**src/core/irq_pkg.sv**
```systemverilog
// constants, register map and carrier types of the interrupt request logic
package irq_pkg;
    // register offsets of the special function space
    localparam logic [7:0] EDGE_SEL_ADDR = 8'hbf;
    localparam logic [7:0] PENDING_ADDR  = 8'hc8;
    localparam logic [7:0] ENABLE_ADDR   = 8'hc9;
    localparam logic [7:0] GLOBAL_ADDR   = 8'hdf;
    // bit positions shared by pending and enable registers
    localparam int PIN_A_BIT   = 0;
    localparam int PIN_B_BIT   = 1;
    localparam int BTIMER_BIT  = 4;
    localparam int TCOUNT_BIT  = 5;
    localparam logic [7:0] SOURCE_MASK = 8'h33;
    // edge select field at bits 4:3
    localparam int EDGE_LO_BIT = 3;
    localparam logic [7:0] EDGE_SEL_MASK  = 8'h18;
    localparam logic [7:0] EDGE_SEL_RESET = 8'h10;
    localparam logic [1:0] EDGE_RISE = 2'h1;
    localparam logic [1:0] EDGE_FALL = 2'h2;
    localparam logic [1:0] EDGE_BOTH = 2'h3;
    // global enable sits at bit 7 of the stack pointer register
    localparam int GIE_BIT = 7;
    // flag register status bits kept live over a restore
    localparam logic [7:0] FLAG_LIVE_MASK = 8'hc0;
    // program counter
    localparam int PC_W = 12;
    localparam logic [PC_W-1:0] VECTOR_ADDR = 12'h008;

    // state saved by the one-level buffer
    typedef struct packed {
        logic [7:0] acc;
        logic [7:0] flags;
    } ctx_t;

    // register port request
    typedef struct packed {
        logic [7:0] addr;
        logic [7:0] wdata;
        logic       wr;
        logic       rd;
    } reg_req_t;
endpackage

```
**src/core/irq_request_logic.sv**
```systemverilog
// interrupt request logic: pending flags, enables, vectoring and context save buffer
`timescale 1ns/10ps
`default_nettype none
// Functional notes
// - taken interrupt loads program counter with shared vector address 8
// - one save buffer, one level; second save overwrites, restore gives latest
// - save/restore skip timeout and powerdown status bits; they stay live
// - pin A trigger sets its pending flag regardless of its enable
// - pin B trigger sets its pending flag regardless of its enable
// - basic timer overflow sets its pending flag regardless of enable
// - timer/counter overflow sets its pending flag regardless of enable
// - vectoring needs both enable bit and pending flag of a source
// - pin A wake trigger with matching edge latches its pending flag
// - pin B wake trigger with matching falling direction latches its flag
// - latched wake request vectors immediately once wake-up completes
// - edge field 01 rising, 10 falling, 11 both, 00 reserved
// - pin B triggers only on falling edge
// - all enable bits and pending flags remain readable for polling
// - interrupts need global enable; entry clears it, return sets it
// - pending flags at 0c8h bits 0,1,4,5
// - enable bits at 0c9h, same positions, reset to zero
module irq_request_logic (
    input  wire logic                       clk_sys_in,
    input  wire logic                       srst_in,
    // register port
    input  wire logic [7:0]                 reg_addr_in,
    input  wire logic [7:0]                 reg_wdata_in,
    input  wire logic                       reg_wr_in,
    input  wire logic                       reg_rd_in,
    output logic [7:0]                      reg_rdata_out,
    // trigger sources
    input  wire logic                       pin_a_in,
    input  wire logic                       pin_b_in,
    input  wire logic                       basic_timer_ovf_in,
    input  wire logic                       timer_counter_ovf_in,
    // core handshake
    input  wire logic                       sleeping_in,
    input  wire logic                       wake_done_in,
    input  wire logic                       instr_boundary_in,
    input  wire logic                       return_from_interrupt_in,
    output logic                            vector_take_out,
    output logic [irq_pkg::PC_W-1:0]        vector_pc_out,
    // context save buffer
    input  wire logic                       push_in,
    input  wire logic                       pop_in,
    input  wire irq_pkg::ctx_t              ctx_live_in,
    output irq_pkg::ctx_t                   ctx_restore_out,
    output logic                            ctx_restore_valid_out
);
    irq_pkg::reg_req_t req;
    logic [7:0]        pending;
    logic [7:0]        enable;
    logic [7:0]        edge_sel;
    logic              global_en;
    logic              wake_latched;
    irq_pkg::ctx_t     saved;
    logic              a_rise;
    logic              a_fall;
    logic              b_rise;
    logic              b_fall;
    logic              a_trig;
    logic              b_trig;
    logic [7:0]        hw_set;
    logic [7:0]        next_pending;
    logic              want_irq;
    logic              take;

    assign req = '{addr: reg_addr_in, wdata: reg_wdata_in, wr: reg_wr_in, rd: reg_rd_in};

    ////////////////////////////////////////////////////////////////////////////////
    // trigger detection

    // pin inputs pass a synchroniser before the edge detector
    pin_edge_sync u_pin_a (
        .clk_sys_in (clk_sys_in),
        .srst_in    (srst_in),
        .pin_in     (pin_a_in),
        .rise_out   (a_rise),
        .fall_out   (a_fall)
    );
    pin_edge_sync u_pin_b (
        .clk_sys_in (clk_sys_in),
        .srst_in    (srst_in),
        .pin_in     (pin_b_in),
        .rise_out   (b_rise),
        .fall_out   (b_fall)
    );

    // edge field decode; code 00 is reserved and never triggers
    function automatic logic edge_match(input logic [1:0] sel, input logic r, input logic f);
        unique case (sel)
            irq_pkg::EDGE_RISE: edge_match = r;
            irq_pkg::EDGE_FALL: edge_match = f;
            irq_pkg::EDGE_BOTH: edge_match = r | f;
            default:            edge_match = 1'b0;
        endcase
    endfunction

    // the same detector serves wake-up, so a wake edge of the selected
    // direction lands in the flag exactly as a running trigger would
    assign a_trig = edge_match(edge_sel[irq_pkg::EDGE_LO_BIT +: 2], a_rise, a_fall);
    assign b_trig = b_fall;

    // set vector independent of the enable register
    always_comb begin
        hw_set = 8'h00;
        hw_set[irq_pkg::PIN_A_BIT]  = a_trig;
        hw_set[irq_pkg::PIN_B_BIT]  = b_trig;
        hw_set[irq_pkg::BTIMER_BIT] = basic_timer_ovf_in;
        hw_set[irq_pkg::TCOUNT_BIT] = timer_counter_ovf_in;
    end

    ////////////////////////////////////////////////////////////////////////////////
    // pending and enable registers

    // software write first, hardware set OR'd over it so an event is never lost
    always_comb begin
        next_pending = pending;
        if (req.wr && req.addr == irq_pkg::PENDING_ADDR) begin
            next_pending = req.wdata & irq_pkg::SOURCE_MASK;
        end
        next_pending = next_pending | hw_set;
    end

    always_ff @(posedge clk_sys_in) begin
        if (srst_in) begin
            pending <= 8'h00;
        end else begin
            pending <= next_pending;
        end
    end

    always_ff @(posedge clk_sys_in) begin
        if (srst_in) begin
            enable <= 8'h00;
        end else if (req.wr && req.addr == irq_pkg::ENABLE_ADDR) begin
            enable <= req.wdata & irq_pkg::SOURCE_MASK;
        end
    end

    always_ff @(posedge clk_sys_in) begin
        if (srst_in) begin
            edge_sel <= irq_pkg::EDGE_SEL_RESET;
        end else if (req.wr && req.addr == irq_pkg::EDGE_SEL_ADDR) begin
            edge_sel <= req.wdata & irq_pkg::EDGE_SEL_MASK;
        end
    end

    ////////////////////////////////////////////////////////////////////////////////
    // vectoring

    assign want_irq = |(pending & enable);
    // while asleep nothing is taken; the request waits for wake-up completion
    assign take = global_en && want_irq && !sleeping_in
                  && (instr_boundary_in || wake_latched);

    // remembers that a request sat pending across a sleep period
    always_ff @(posedge clk_sys_in) begin
        if (srst_in) begin
            wake_latched <= 1'b0;
        end else if (take) begin
            wake_latched <= 1'b0;
        end else if (wake_done_in && want_irq) begin
            wake_latched <= 1'b1;
        end
    end

    // global enable: software write, cleared on entry, set by return
    always_ff @(posedge clk_sys_in) begin
        if (srst_in) begin
            global_en <= 1'b0;
        end else if (take) begin
            global_en <= 1'b0;
        end else if (return_from_interrupt_in) begin
            global_en <= 1'b1;
        end else if (req.wr && req.addr == irq_pkg::GLOBAL_ADDR) begin
            global_en <= req.wdata[irq_pkg::GIE_BIT];
        end
    end

    always_ff @(posedge clk_sys_in) begin
        if (srst_in) begin
            vector_take_out <= 1'b0;
            vector_pc_out   <= '0;
        end else begin
            vector_take_out <= take;
            vector_pc_out   <= take ? irq_pkg::VECTOR_ADDR : vector_pc_out;
        end
    end

    ////////////////////////////////////////////////////////////////////////////////
    // context save buffer

    // single level: a later save simply overwrites the earlier one
    always_ff @(posedge clk_sys_in) begin
        if (srst_in) begin
            saved <= '0;
        end else if (push_in) begin
            saved <= ctx_live_in;
        end
    end

    // status bits come from the live flag register, not the buffer
    always_ff @(posedge clk_sys_in) begin
        if (srst_in) begin
            ctx_restore_out       <= '0;
            ctx_restore_valid_out <= 1'b0;
        end else begin
            ctx_restore_valid_out <= pop_in;
            if (pop_in) begin
                ctx_restore_out.acc   <= saved.acc;
                ctx_restore_out.flags <= (saved.flags & ~irq_pkg::FLAG_LIVE_MASK)
                                         | (ctx_live_in.flags & irq_pkg::FLAG_LIVE_MASK);
            end
        end
    end

    ////////////////////////////////////////////////////////////////////////////////
    // register read port: data valid in the cycle after the strobe

    always_ff @(posedge clk_sys_in) begin
        if (srst_in) begin
            reg_rdata_out <= 8'h00;
        end else if (req.rd) begin
            unique case (req.addr)
                irq_pkg::PENDING_ADDR:  reg_rdata_out <= pending;
                irq_pkg::ENABLE_ADDR:   reg_rdata_out <= enable;
                irq_pkg::EDGE_SEL_ADDR: reg_rdata_out <= edge_sel;
                irq_pkg::GLOBAL_ADDR:   reg_rdata_out <= {global_en, 7'h00};
                default:                reg_rdata_out <= 8'h00;
            endcase
        end else begin
            reg_rdata_out <= 8'h00;
        end
    end

    ////////////////////////////////////////////////////////////////////////////////
    // assertions

    a_vector_addr: assert property (@(posedge clk_sys_in) disable iff (srst_in)
        vector_take_out |-> vector_pc_out == irq_pkg::VECTOR_ADDR)
        else $error("vector address wrong");

    a_pc_holds: assert property (@(posedge clk_sys_in) disable iff (srst_in)
        !take |=> $stable(vector_pc_out))
        else $error("vector address moved without a take");

    a_restore_latest: assert property (@(posedge clk_sys_in) disable iff (srst_in)
        push_in ##1 (!push_in && pop_in) |=> ctx_restore_out.acc == $past(ctx_live_in.acc, 2))
        else $error("restore not latest save");

    a_push_store: assert property (@(posedge clk_sys_in) disable iff (srst_in)
        push_in |=> saved == $past(ctx_live_in))
        else $error("save buffer missed a push");

    a_valid_pulse: assert property (@(posedge clk_sys_in) disable iff (srst_in)
        ctx_restore_valid_out == $past(pop_in))
        else $error("restore valid not one cycle after pop");

    a_live_status: assert property (@(posedge clk_sys_in) disable iff (srst_in)
        pop_in |=> (ctx_restore_out.flags & irq_pkg::FLAG_LIVE_MASK)
                   == ($past(ctx_live_in.flags) & irq_pkg::FLAG_LIVE_MASK))
        else $error("status bits restored from buffer");

    a_pin_a_set: assert property (@(posedge clk_sys_in) disable iff (srst_in)
        a_trig |=> pending[irq_pkg::PIN_A_BIT])
        else $error("pin a flag not set");

    a_timer_set: assert property (@(posedge clk_sys_in) disable iff (srst_in)
        basic_timer_ovf_in |=> pending[irq_pkg::BTIMER_BIT])
        else $error("basic timer flag not set");

    a_tcount_set: assert property (@(posedge clk_sys_in) disable iff (srst_in)
        timer_counter_ovf_in |=> pending[irq_pkg::TCOUNT_BIT])
        else $error("timer counter flag not set");

    a_pin_b_fall: assert property (@(posedge clk_sys_in) disable iff (srst_in)
        $fell(pin_b_in) ##1 !pin_b_in ##1 !pin_b_in |=> pending[irq_pkg::PIN_B_BIT])
        else $error("pin b fall missed");

    a_b_rise_ignored: assert property (@(posedge clk_sys_in) disable iff (srst_in)
        b_rise && !pending[irq_pkg::PIN_B_BIT] && !req.wr
        |=> !pending[irq_pkg::PIN_B_BIT])
        else $error("pin b rising edge set its flag");

    a_reserved_code: assert property (@(posedge clk_sys_in) disable iff (srst_in)
        edge_sel[irq_pkg::EDGE_LO_BIT +: 2] == 2'h0 && !pending[irq_pkg::PIN_A_BIT] && !req.wr
        |=> !pending[irq_pkg::PIN_A_BIT])
        else $error("reserved edge code triggered pin a");

    a_rise_only: assert property (@(posedge clk_sys_in) disable iff (srst_in)
        edge_sel[irq_pkg::EDGE_LO_BIT +: 2] == irq_pkg::EDGE_RISE && !a_rise
        && !pending[irq_pkg::PIN_A_BIT] && !req.wr |=> !pending[irq_pkg::PIN_A_BIT])
        else $error("rising code triggered without a rising edge");

    a_edge_bits: assert property (@(posedge clk_sys_in) disable iff (srst_in)
        (edge_sel & ~irq_pkg::EDGE_SEL_MASK) == 8'h00)
        else $error("edge select holds bits outside its field");

    a_source_bits: assert property (@(posedge clk_sys_in) disable iff (srst_in)
        ((pending | enable) & ~irq_pkg::SOURCE_MASK) == 8'h00)
        else $error("flag or enable outside source positions");

    a_need_enable: assert property (@(posedge clk_sys_in) disable iff (srst_in)
        vector_take_out |-> $past(|(pending & enable)) && $past(global_en)
                            && !$past(sleeping_in))
        else $error("vector without enabled source");

    a_sleep_block: assert property (@(posedge clk_sys_in) disable iff (srst_in)
        sleeping_in |=> !vector_take_out)
        else $error("vector taken while asleep");

    a_wake_vector: assert property (@(posedge clk_sys_in) disable iff (srst_in)
        wake_latched && global_en && want_irq && !sleeping_in |=> vector_take_out)
        else $error("latched wake request not taken");

    a_gie_cleared: assert property (@(posedge clk_sys_in) disable iff (srst_in)
        take |=> !global_en && vector_take_out)
        else $error("global enable not cleared");

    a_return_from_interrupt_sets: assert property (@(posedge clk_sys_in) disable iff (srst_in)
        return_from_interrupt_in && !take |=> global_en)
        else $error("return did not set global enable");

    a_no_auto_clear: assert property (@(posedge clk_sys_in) disable iff (srst_in)
        (pending[irq_pkg::PIN_A_BIT] && !(req.wr && req.addr == irq_pkg::PENDING_ADDR))
        |=> pending[irq_pkg::PIN_A_BIT])
        else $error("pending flag cleared by hardware");

    a_read_idle: assert property (@(posedge clk_sys_in) disable iff (srst_in)
        !req.rd |=> reg_rdata_out == 8'h00)
        else $error("read data not zero outside a read");

    a_read_pending: assert property (@(posedge clk_sys_in) disable iff (srst_in)
        req.rd && req.addr == irq_pkg::PENDING_ADDR |=> reg_rdata_out == $past(pending))
        else $error("pending register read wrong");

    a_read_enable: assert property (@(posedge clk_sys_in) disable iff (srst_in)
        req.rd && req.addr == irq_pkg::ENABLE_ADDR |=> reg_rdata_out == $past(enable))
        else $error("enable register read wrong");

    a_sync_delay: assert property (@(posedge clk_sys_in) disable iff (srst_in)
        $fell(pin_a_in) ##1 !pin_a_in |=> a_fall)
        else $error("pin a fall not seen after two flops");
endmodule
`default_nettype wire

```
**src/core/pin_edge_sync.sv**
```systemverilog
// synchroniser and edge detector for one external trigger pin
`timescale 1ns/10ps
`default_nettype none
module pin_edge_sync (
    input  wire logic clk_sys_in,
    input  wire logic srst_in,
    input  wire logic pin_in,
    output logic      rise_out,
    output logic      fall_out
);
    logic meta;
    logic stable;
    logic last;

    // two-flop synchroniser then edge register; the first flop feeds only the second
    always_ff @(posedge clk_sys_in) begin
        if (srst_in) begin
            meta   <= 1'b1;
            stable <= 1'b1;
            last   <= 1'b1;
        end else begin
            meta   <= pin_in;
            stable <= meta;
            last   <= stable;
        end
    end

    // one-cycle pulses, so each edge is seen exactly once
    assign rise_out = stable & ~last;
    assign fall_out = ~stable & last;
endmodule
`default_nettype wire

```
**config.mk**
```make
export PLATFORM = sky130hd
export DESIGN_NAME = irq_request_logic
export DESIGN_NICKNAME = d
export VERILOG_FILES = /design/src/core/irq_pkg.sv /design/src/core/irq_request_logic.sv /design/src/core/pin_edge_sync.sv
export SDC_FILE = /design/constraint.sdc
export NUM_CORES = 1
export LEC_CHECK = 0
export BUFFER_PORTS_ARGS = -buffer_cell sky130_fd_sc_hd__buf_2
export CAP_MARGIN = 25
export CORE_UTILIZATION = 50
export DETAILED_ROUTE_END_ITERATION = 8
export GPL_ROUTABILITY_DRIVEN = 0
export PLACE_DENSITY_LB_ADDON = 0.25
export SYNTH_ARGS = -nofsm -noshare
export SYNTH_HDL_FRONTEND = slang
export SYNTH_SLANG_ARGS = --single-unit
```
**constraint.sdc**
```tcl
create_clock -name clk_sys_in -period 3.5 [get_ports clk_sys_in]
set_clock_uncertainty 0.1 [all_clocks]
set_input_delay 0.35 -clock clk_sys_in [delete_from_list [all_inputs] [get_ports clk_sys_in]]
set_output_delay 0.35 -clock clk_sys_in [all_outputs]
set_load 0.01 [all_outputs]
```
==> results of run 1 <==
final cells by class:
cell class	instances	area, um^2	area share (%)
flip-flops and latches	57	1140	40.6
multi-input cells	155	1060	37.5
repair buffers	69	348	12.4
clock buffers	10	138	4.89
well taps	52	65.1	2.31
clock inverters	6	43.8	1.56
inverters	6	22.5	0.800
through the flow:
step	instance area [um^2]	instances	setup slack (ns)	power, W	hold WS [ns]
detailed placement	2630	339	1.69	0.000820	0.294
global route	2810	355	1.98	0.00140	0.0824
floorplan	2380	244	1.98	0.000783	0.289
finish	2810	355	2.02	0.00136	0.0899
CTS	2810	355	2.04	0.00137	0.0783
global placement	2630	339	1.72	0.000816	0.292
layer usage:
layer | vias to the layer above | global-route usage, % | wire [um]
met4 | 0 | 13.1 | 125
li1 | 927 | - | -
met1 | 862 | 23.5 | 2050
met3 | 11 | 5.92 | 286
met5 | - | 0 | 0
met2 | 60 | 33.0 | 2270
worst max-delay path: stages:
cell and delay, ns:
buf_2 0.13, or4b_1 0.72, o31ai_1 0.29, a21oi_1 0.10
placed cells by master (no fill, tap or decap), types with 4 or more instances in the layout:
cell / netlist / layout
inv_1: 6 / 6
buf_2: 4 / 68
nand4_1: 8 / 8
a21oi_1: 8 / 8
a41oi_1: 4 / 4
nor2b_1: 5 / 5
conb_1: 1 / 13
dfxtp_1: 57 / 57
mux2i_1: 33 / 33
o31ai_1: 8 / 8
nor2_1: 34 / 34
clkinvlp_4: 0 / 4
or2_2: 6 / 6
clkbuf_8: 0 / 10
registers in the layout, summed over array words and instances (netlist names), 2 cells and up:
| name | cells |
|---|---|
| ctx_restore_out | 16 |
| saved | 14 |
| reg_rdata_out | 6 |
| enable | 4 |
| pending | 4 |
| edge_sel | 2 |
power groups by stage:
stage | Clock, W | Combinational (W) | Sequential (W)
global placement | 0 | 0.000118 | 0.000698
finish | 0.000551 | 0.000121 | 0.000685
global route | 0.000582 | 0.000134 | 0.000687
detailed placement | 0 | 0.000121 | 0.000699
floorplan | 0 | 0.0000828 | 0.000700
CTS | 0.000562 | 0.000121 | 0.000685
how the worst min path moves through the flow:
stage	from	slack, ns	end	depth (start not counted)
3_3_place_gp	u_pin_a.meta	0.29	u_pin_a.stable	1
5_1_grt	pin_a_in	0.08	u_pin_a.meta	2
6_report	pin_a_in	0.09	u_pin_a.meta	2
4_1_cts	pin_a_in	0.08	u_pin_a.meta	2
2_1_floorplan	u_pin_a.meta	0.29	u_pin_a.stable	1
3_5_place_dp	u_pin_a.meta	0.29	u_pin_a.stable	1
cells by family after synthesis:
logic type                 share of synthesized area [%]
DFF                                                 48.9
adders and majority gates                           1.07
and+or+nand+nor                                     16.4
buffers and inverters                               7.77
muxes                                               14.6
AOI/OAI and AO/OA                                   11.1
other                                              0.161
==> results_dict.tcl, run 1 <==
set metrics [dict create \
    synthToLayoutAreaGrowth_pct 20.6 \
    synthArstFlopShare_pct 0 \
    p_sw_share_pct 26.2 \
    max_cap_viol_count 0 \
    worst_skew_pair.late_latency_ns 0.34 \
    max_slew_margin_pct 47.5 \
    drt_iter0_drc 75 \
    cts_tree "built" \
    dominantRegCellSynth "dfxtp_1" \
    route.detailed.drc 0 \
    netlist_area_mm2 0.00233 \
    drtPass1Iterations 4 \
    grt_pass1_vias 1803 \
    fp.coreArea_mm2 0.00441 \
    die_area_mm2 0.00494 \
    r2r_start "pending[1]" \
    clockRootBuffer "clkbuf_8" \
    utilization_pct 63.7 \
    clk_pin_slew_ns 0.07 \
    vias 1860 \
    crit_arrival_ns 1.59 \
    power_density_mw_per_mm2 482 \
    startpoint_type "primary input" \
    hold_viol_final 0 \
    crit_start "reg_addr_in[4]" \
    hold_path.class "in2reg" \
    ys.warnings.count 0 \
    antenna_left 0 \
    finalSetupTns_ns 0 \
    ir_drop_mv 0.285 \
    syn_inst 232 \
    routedWlPerCell_um 13.3 \
    rows 24 \
    setup_viol 0 \
    rrSetupSlack_ns 2.25 \
    ctsResizeCount 0 \
    totalWireLength_mm 4.74 \
    fillers 390 \
    crit_end "pending[4]" \
    ys_top_cells_by_count "dfxtp_1 (57), nor2_1 (34), mux2i_1 (33)" \
    r2r_cells 3 \
    hold_buffers 0 \
    ys_top_cells_by_area "dfxtp_1 (49%), mux2i_1 (14%), nor2_1 (5.5%)" \
    grt_max_degree 39 \
    tightestPinTransition_ns 0.777 \
    required_ns 3.61 \
    max_freq_ghz 0.677 \
    cts.sinks 57 \
    grt_overflow 0 \
    die_height_um 70.3 \
    rsz0062_at_grt "no" \
    drive_gt1_share_pct 31.7 \
    ios 84 \
    crit_fanout 8 \
    yosys.area.top_type "dfxtp_1" \
    io_buffers 68 \
    grt_pass1_wl_mm 7.79 \
    antenna_found_initial 0 \
    synth_seq_cells 57 \
    slew_violations 0 \
    combPwrFrac_pct 8.9 \
    p_seq_share_pct 50.5 \
    p_int_w 0.00100 \
    fin_nets 346 \
    critPathKind "in2reg" \
    start_util_pct 52.9 \
    grtUsageTotal_pct 20.5 \
    p_clk_share_pct 40.6 \
    synth_edf_count 0 \
    outcome "completed" \
    yosysSeqAreaShare_pct 48.9 \
    n_antenna_cell 0 \
    r2r_end "wake_latched" \
    avgSynthCellArea_um2 10.1 \
    cts.path.max_buffers 2 \
    fin_crit_sh_pct 42.2 \
    endpoint_kind "register" \
    dieWidth_um 70.3 \
    cts_setup_buffers 0 \
    switchingPower_w 0.000356 \
    dpl.hpwl_mm 3.26 \
    htreeDepth 3 \
    finalCriticalPeriod_ns 1.48 \
    leakagePower_nw 1.31 \
    numCtsBuffers 9 \
    yosys.area.top_type_share_pct 48.9 \
    synth.distinct_cells 40 \
    drt-vias-per-instance 5.24 \
    yosysMostFrequentCell "dfxtp_1" \
]
No activity file was read; power rests on OpenSTA's default activity.
==> inputs of run 2 (changes only) <==
- CORE_UTILIZATION: 50 -> 49
- clock period: 3.5 -> 1.5 ns (I/O delays scaled with it)
==> results_dict.tcl, run 2 (synthesis gave the netlist of run 1 again) <==
set metrics [dict create \
    outcome "finished with violations" \
    violations "design-rule violations" \
    grtUsageTotal_pct 21.4 \
    die_height_um 71.0 \
    routedWlPerCell_um 13.1 \
    grt_max_degree 33 \
    worst_skew_pair.late_latency_ns 0.33 \
    clk_pin_slew_ns 0.07 \
    totalWireLength_mm 5.08 \
    critPathKind "reg2reg" \
    hold_path.class "in2reg" \
    slew_violations 0 \
    clockRootBuffer "clkbuf_8" \
    seq_area_mm2 0.00114 \
    fin_nets 378 \
    dieWidth_um 71.0 \
    cts_setup_buffers 0 \
    required_ns 1.65 \
    route.detailed.drc 6 \
    crit_fanout 3 \
    htreeDepth 3 \
    setup_viol 0 \
    rows 24 \
    drt-vias-per-instance 5.13 \
    grt_pass1_vias 1820 \
    grt_overflow 0 \
    setup_ws_ns 0.251 \
    n_antenna_cell 0 \
    drt_iter0_drc 110 \
    final_common_cell "buf_2" \
    endpoint_kind "register" \
    power_density_mw_per_mm2 1110 \
    die_area_mm2 0.00504 \
    numCtsBuffers 9 \
    drtPass1Iterations 6 \
    dpl.hpwl_mm 3.39 \
    finalSetupTns_ns 0 \
    start_util_pct 52.2 \
    fp.coreArea_mm2 0.00447 \
    multi_input_area_mm2 0.00106 \
    max_freq_ghz 0.801 \
    hold_viol_final 0 \
    io_buffers 68 \
    synthToLayoutAreaGrowth_pct 35.2 \
    antenna_left 0 \
    rsz0062_at_grt "no" \
    reg_top3 "ctx_restore_out: 16 flops, saved: 14 flops, reg_rdata_out: 6 flops" \
    pre_cts_ws_ns 0.0141 \
    ios 84 \
    drive_gt1_share_pct 31.3 \
    cts_tree "built" \
    cts.path.max_buffers 2 \
    tightestPinTransition_ns 0.516 \
    final_cell_mix "buf_2 (68), dfxtp_1 (57), nor2_1 (34)" \
    grt_pass1_wl_mm 8.26 \
    largest_register_ff_count 16 \
    crit_arrival_ns 1.39 \
    ir_drop_mv 0.901 \
    max_slew_margin_pct 65.6 \
    vias 1984 \
    fillers 352 \
    cts.sinks 57 \
    max_cap_viol_count 0 \
    leakagePower_nw 1.48 \
    largest-register "ctx_restore_out" \
    holdWs_ns 0.00897 \
    antenna_found_initial 0 \
    fin_crit_sh_pct 83.2 \
    finalCriticalPeriod_ns 1.25 \
    startpoint_type "register" \
]
==> run 2: cell count changes in the layout (fill, tap and decap cells not counted), sizes merged <==
cell / before / now
clkinv: 2 / 1
bufinv: 0 / 1
buf: 69 / 78
clkinvlp: 4 / 1
clkbuf: 10 / 13
dlygate4sd3: 0 / 23
==> run 2: repair_timing <==
item,4_1_cts,5_1_grt
hold buffers,23,0
endpoints found under the hold margin,23,0
resized for setup,0,0
==> run 2: per-stage QoR <==
step | area (um^2) | instances | total power [W] | util (%)
6_report | 3160 | 387 | 0.00350 | 70.5
5_1_grt | 3160 | 387 | 0.00364 | 70.5
4_1_cts | 3160 | 387 | 0.00352 | 70.5
3_5_place_dp | 2700 | 348 | 0.00193 | 60.3
3_3_place_gp | 2700 | 348 | 0.00192 | 60.3
2_1_floorplan | 2380 | 244 | 0.00183 | -
==> run 2: worst paths after layout <==
kind	slack, ns	startpoint	depth (start not counted)	to
setup / recovery	0.25	pending[1]	3	wake_latched
hold reg to reg	0.31	u_pin_a.meta	1	u_pin_a.stable
setup reg to reg	0.25	pending[1]	3	wake_latched
hold / removal	0.009	ctx_live_in[0]	3	saved[0]
==> run 2: power by group <==
part	leakage (nW)	switching, W	internal (W)	total, W
Sequential	0.466	0.0000288	0.00157	0.00160
Combinational	0.899	0.000171	0.000176	0.000347
Clock	0.112	0.000599	0.000951	0.00155
==> run 2: cell type report <==
class                   count  area share [%]
clock buffers              13            5.67
multi-input cells         155            33.5
well taps                  52            2.06
inverters                   6           0.714
clock inverters             3            1.47
flip-flops and latches     57            36.2
repair buffers            101            20.5
==> run 2: metal layers <==
metal / track usage [%] / share of wire (%) / vias up
met5: 0 / 0 / -
met4: 13.1 / 2.2 / 0
met1: 27.3 / 45 / 891
met2: 33.1 / 47 / 80
met3: 4.70 / 6.3 / 15
li1: - / - / 998
==> run 2: critical path, cell delays in order, from the launching register on <==
cell and delay [ns]:
dfxtp_1 0.33, a22o_1 0.27, o221a_2 0.27, a211oi_1 0.20
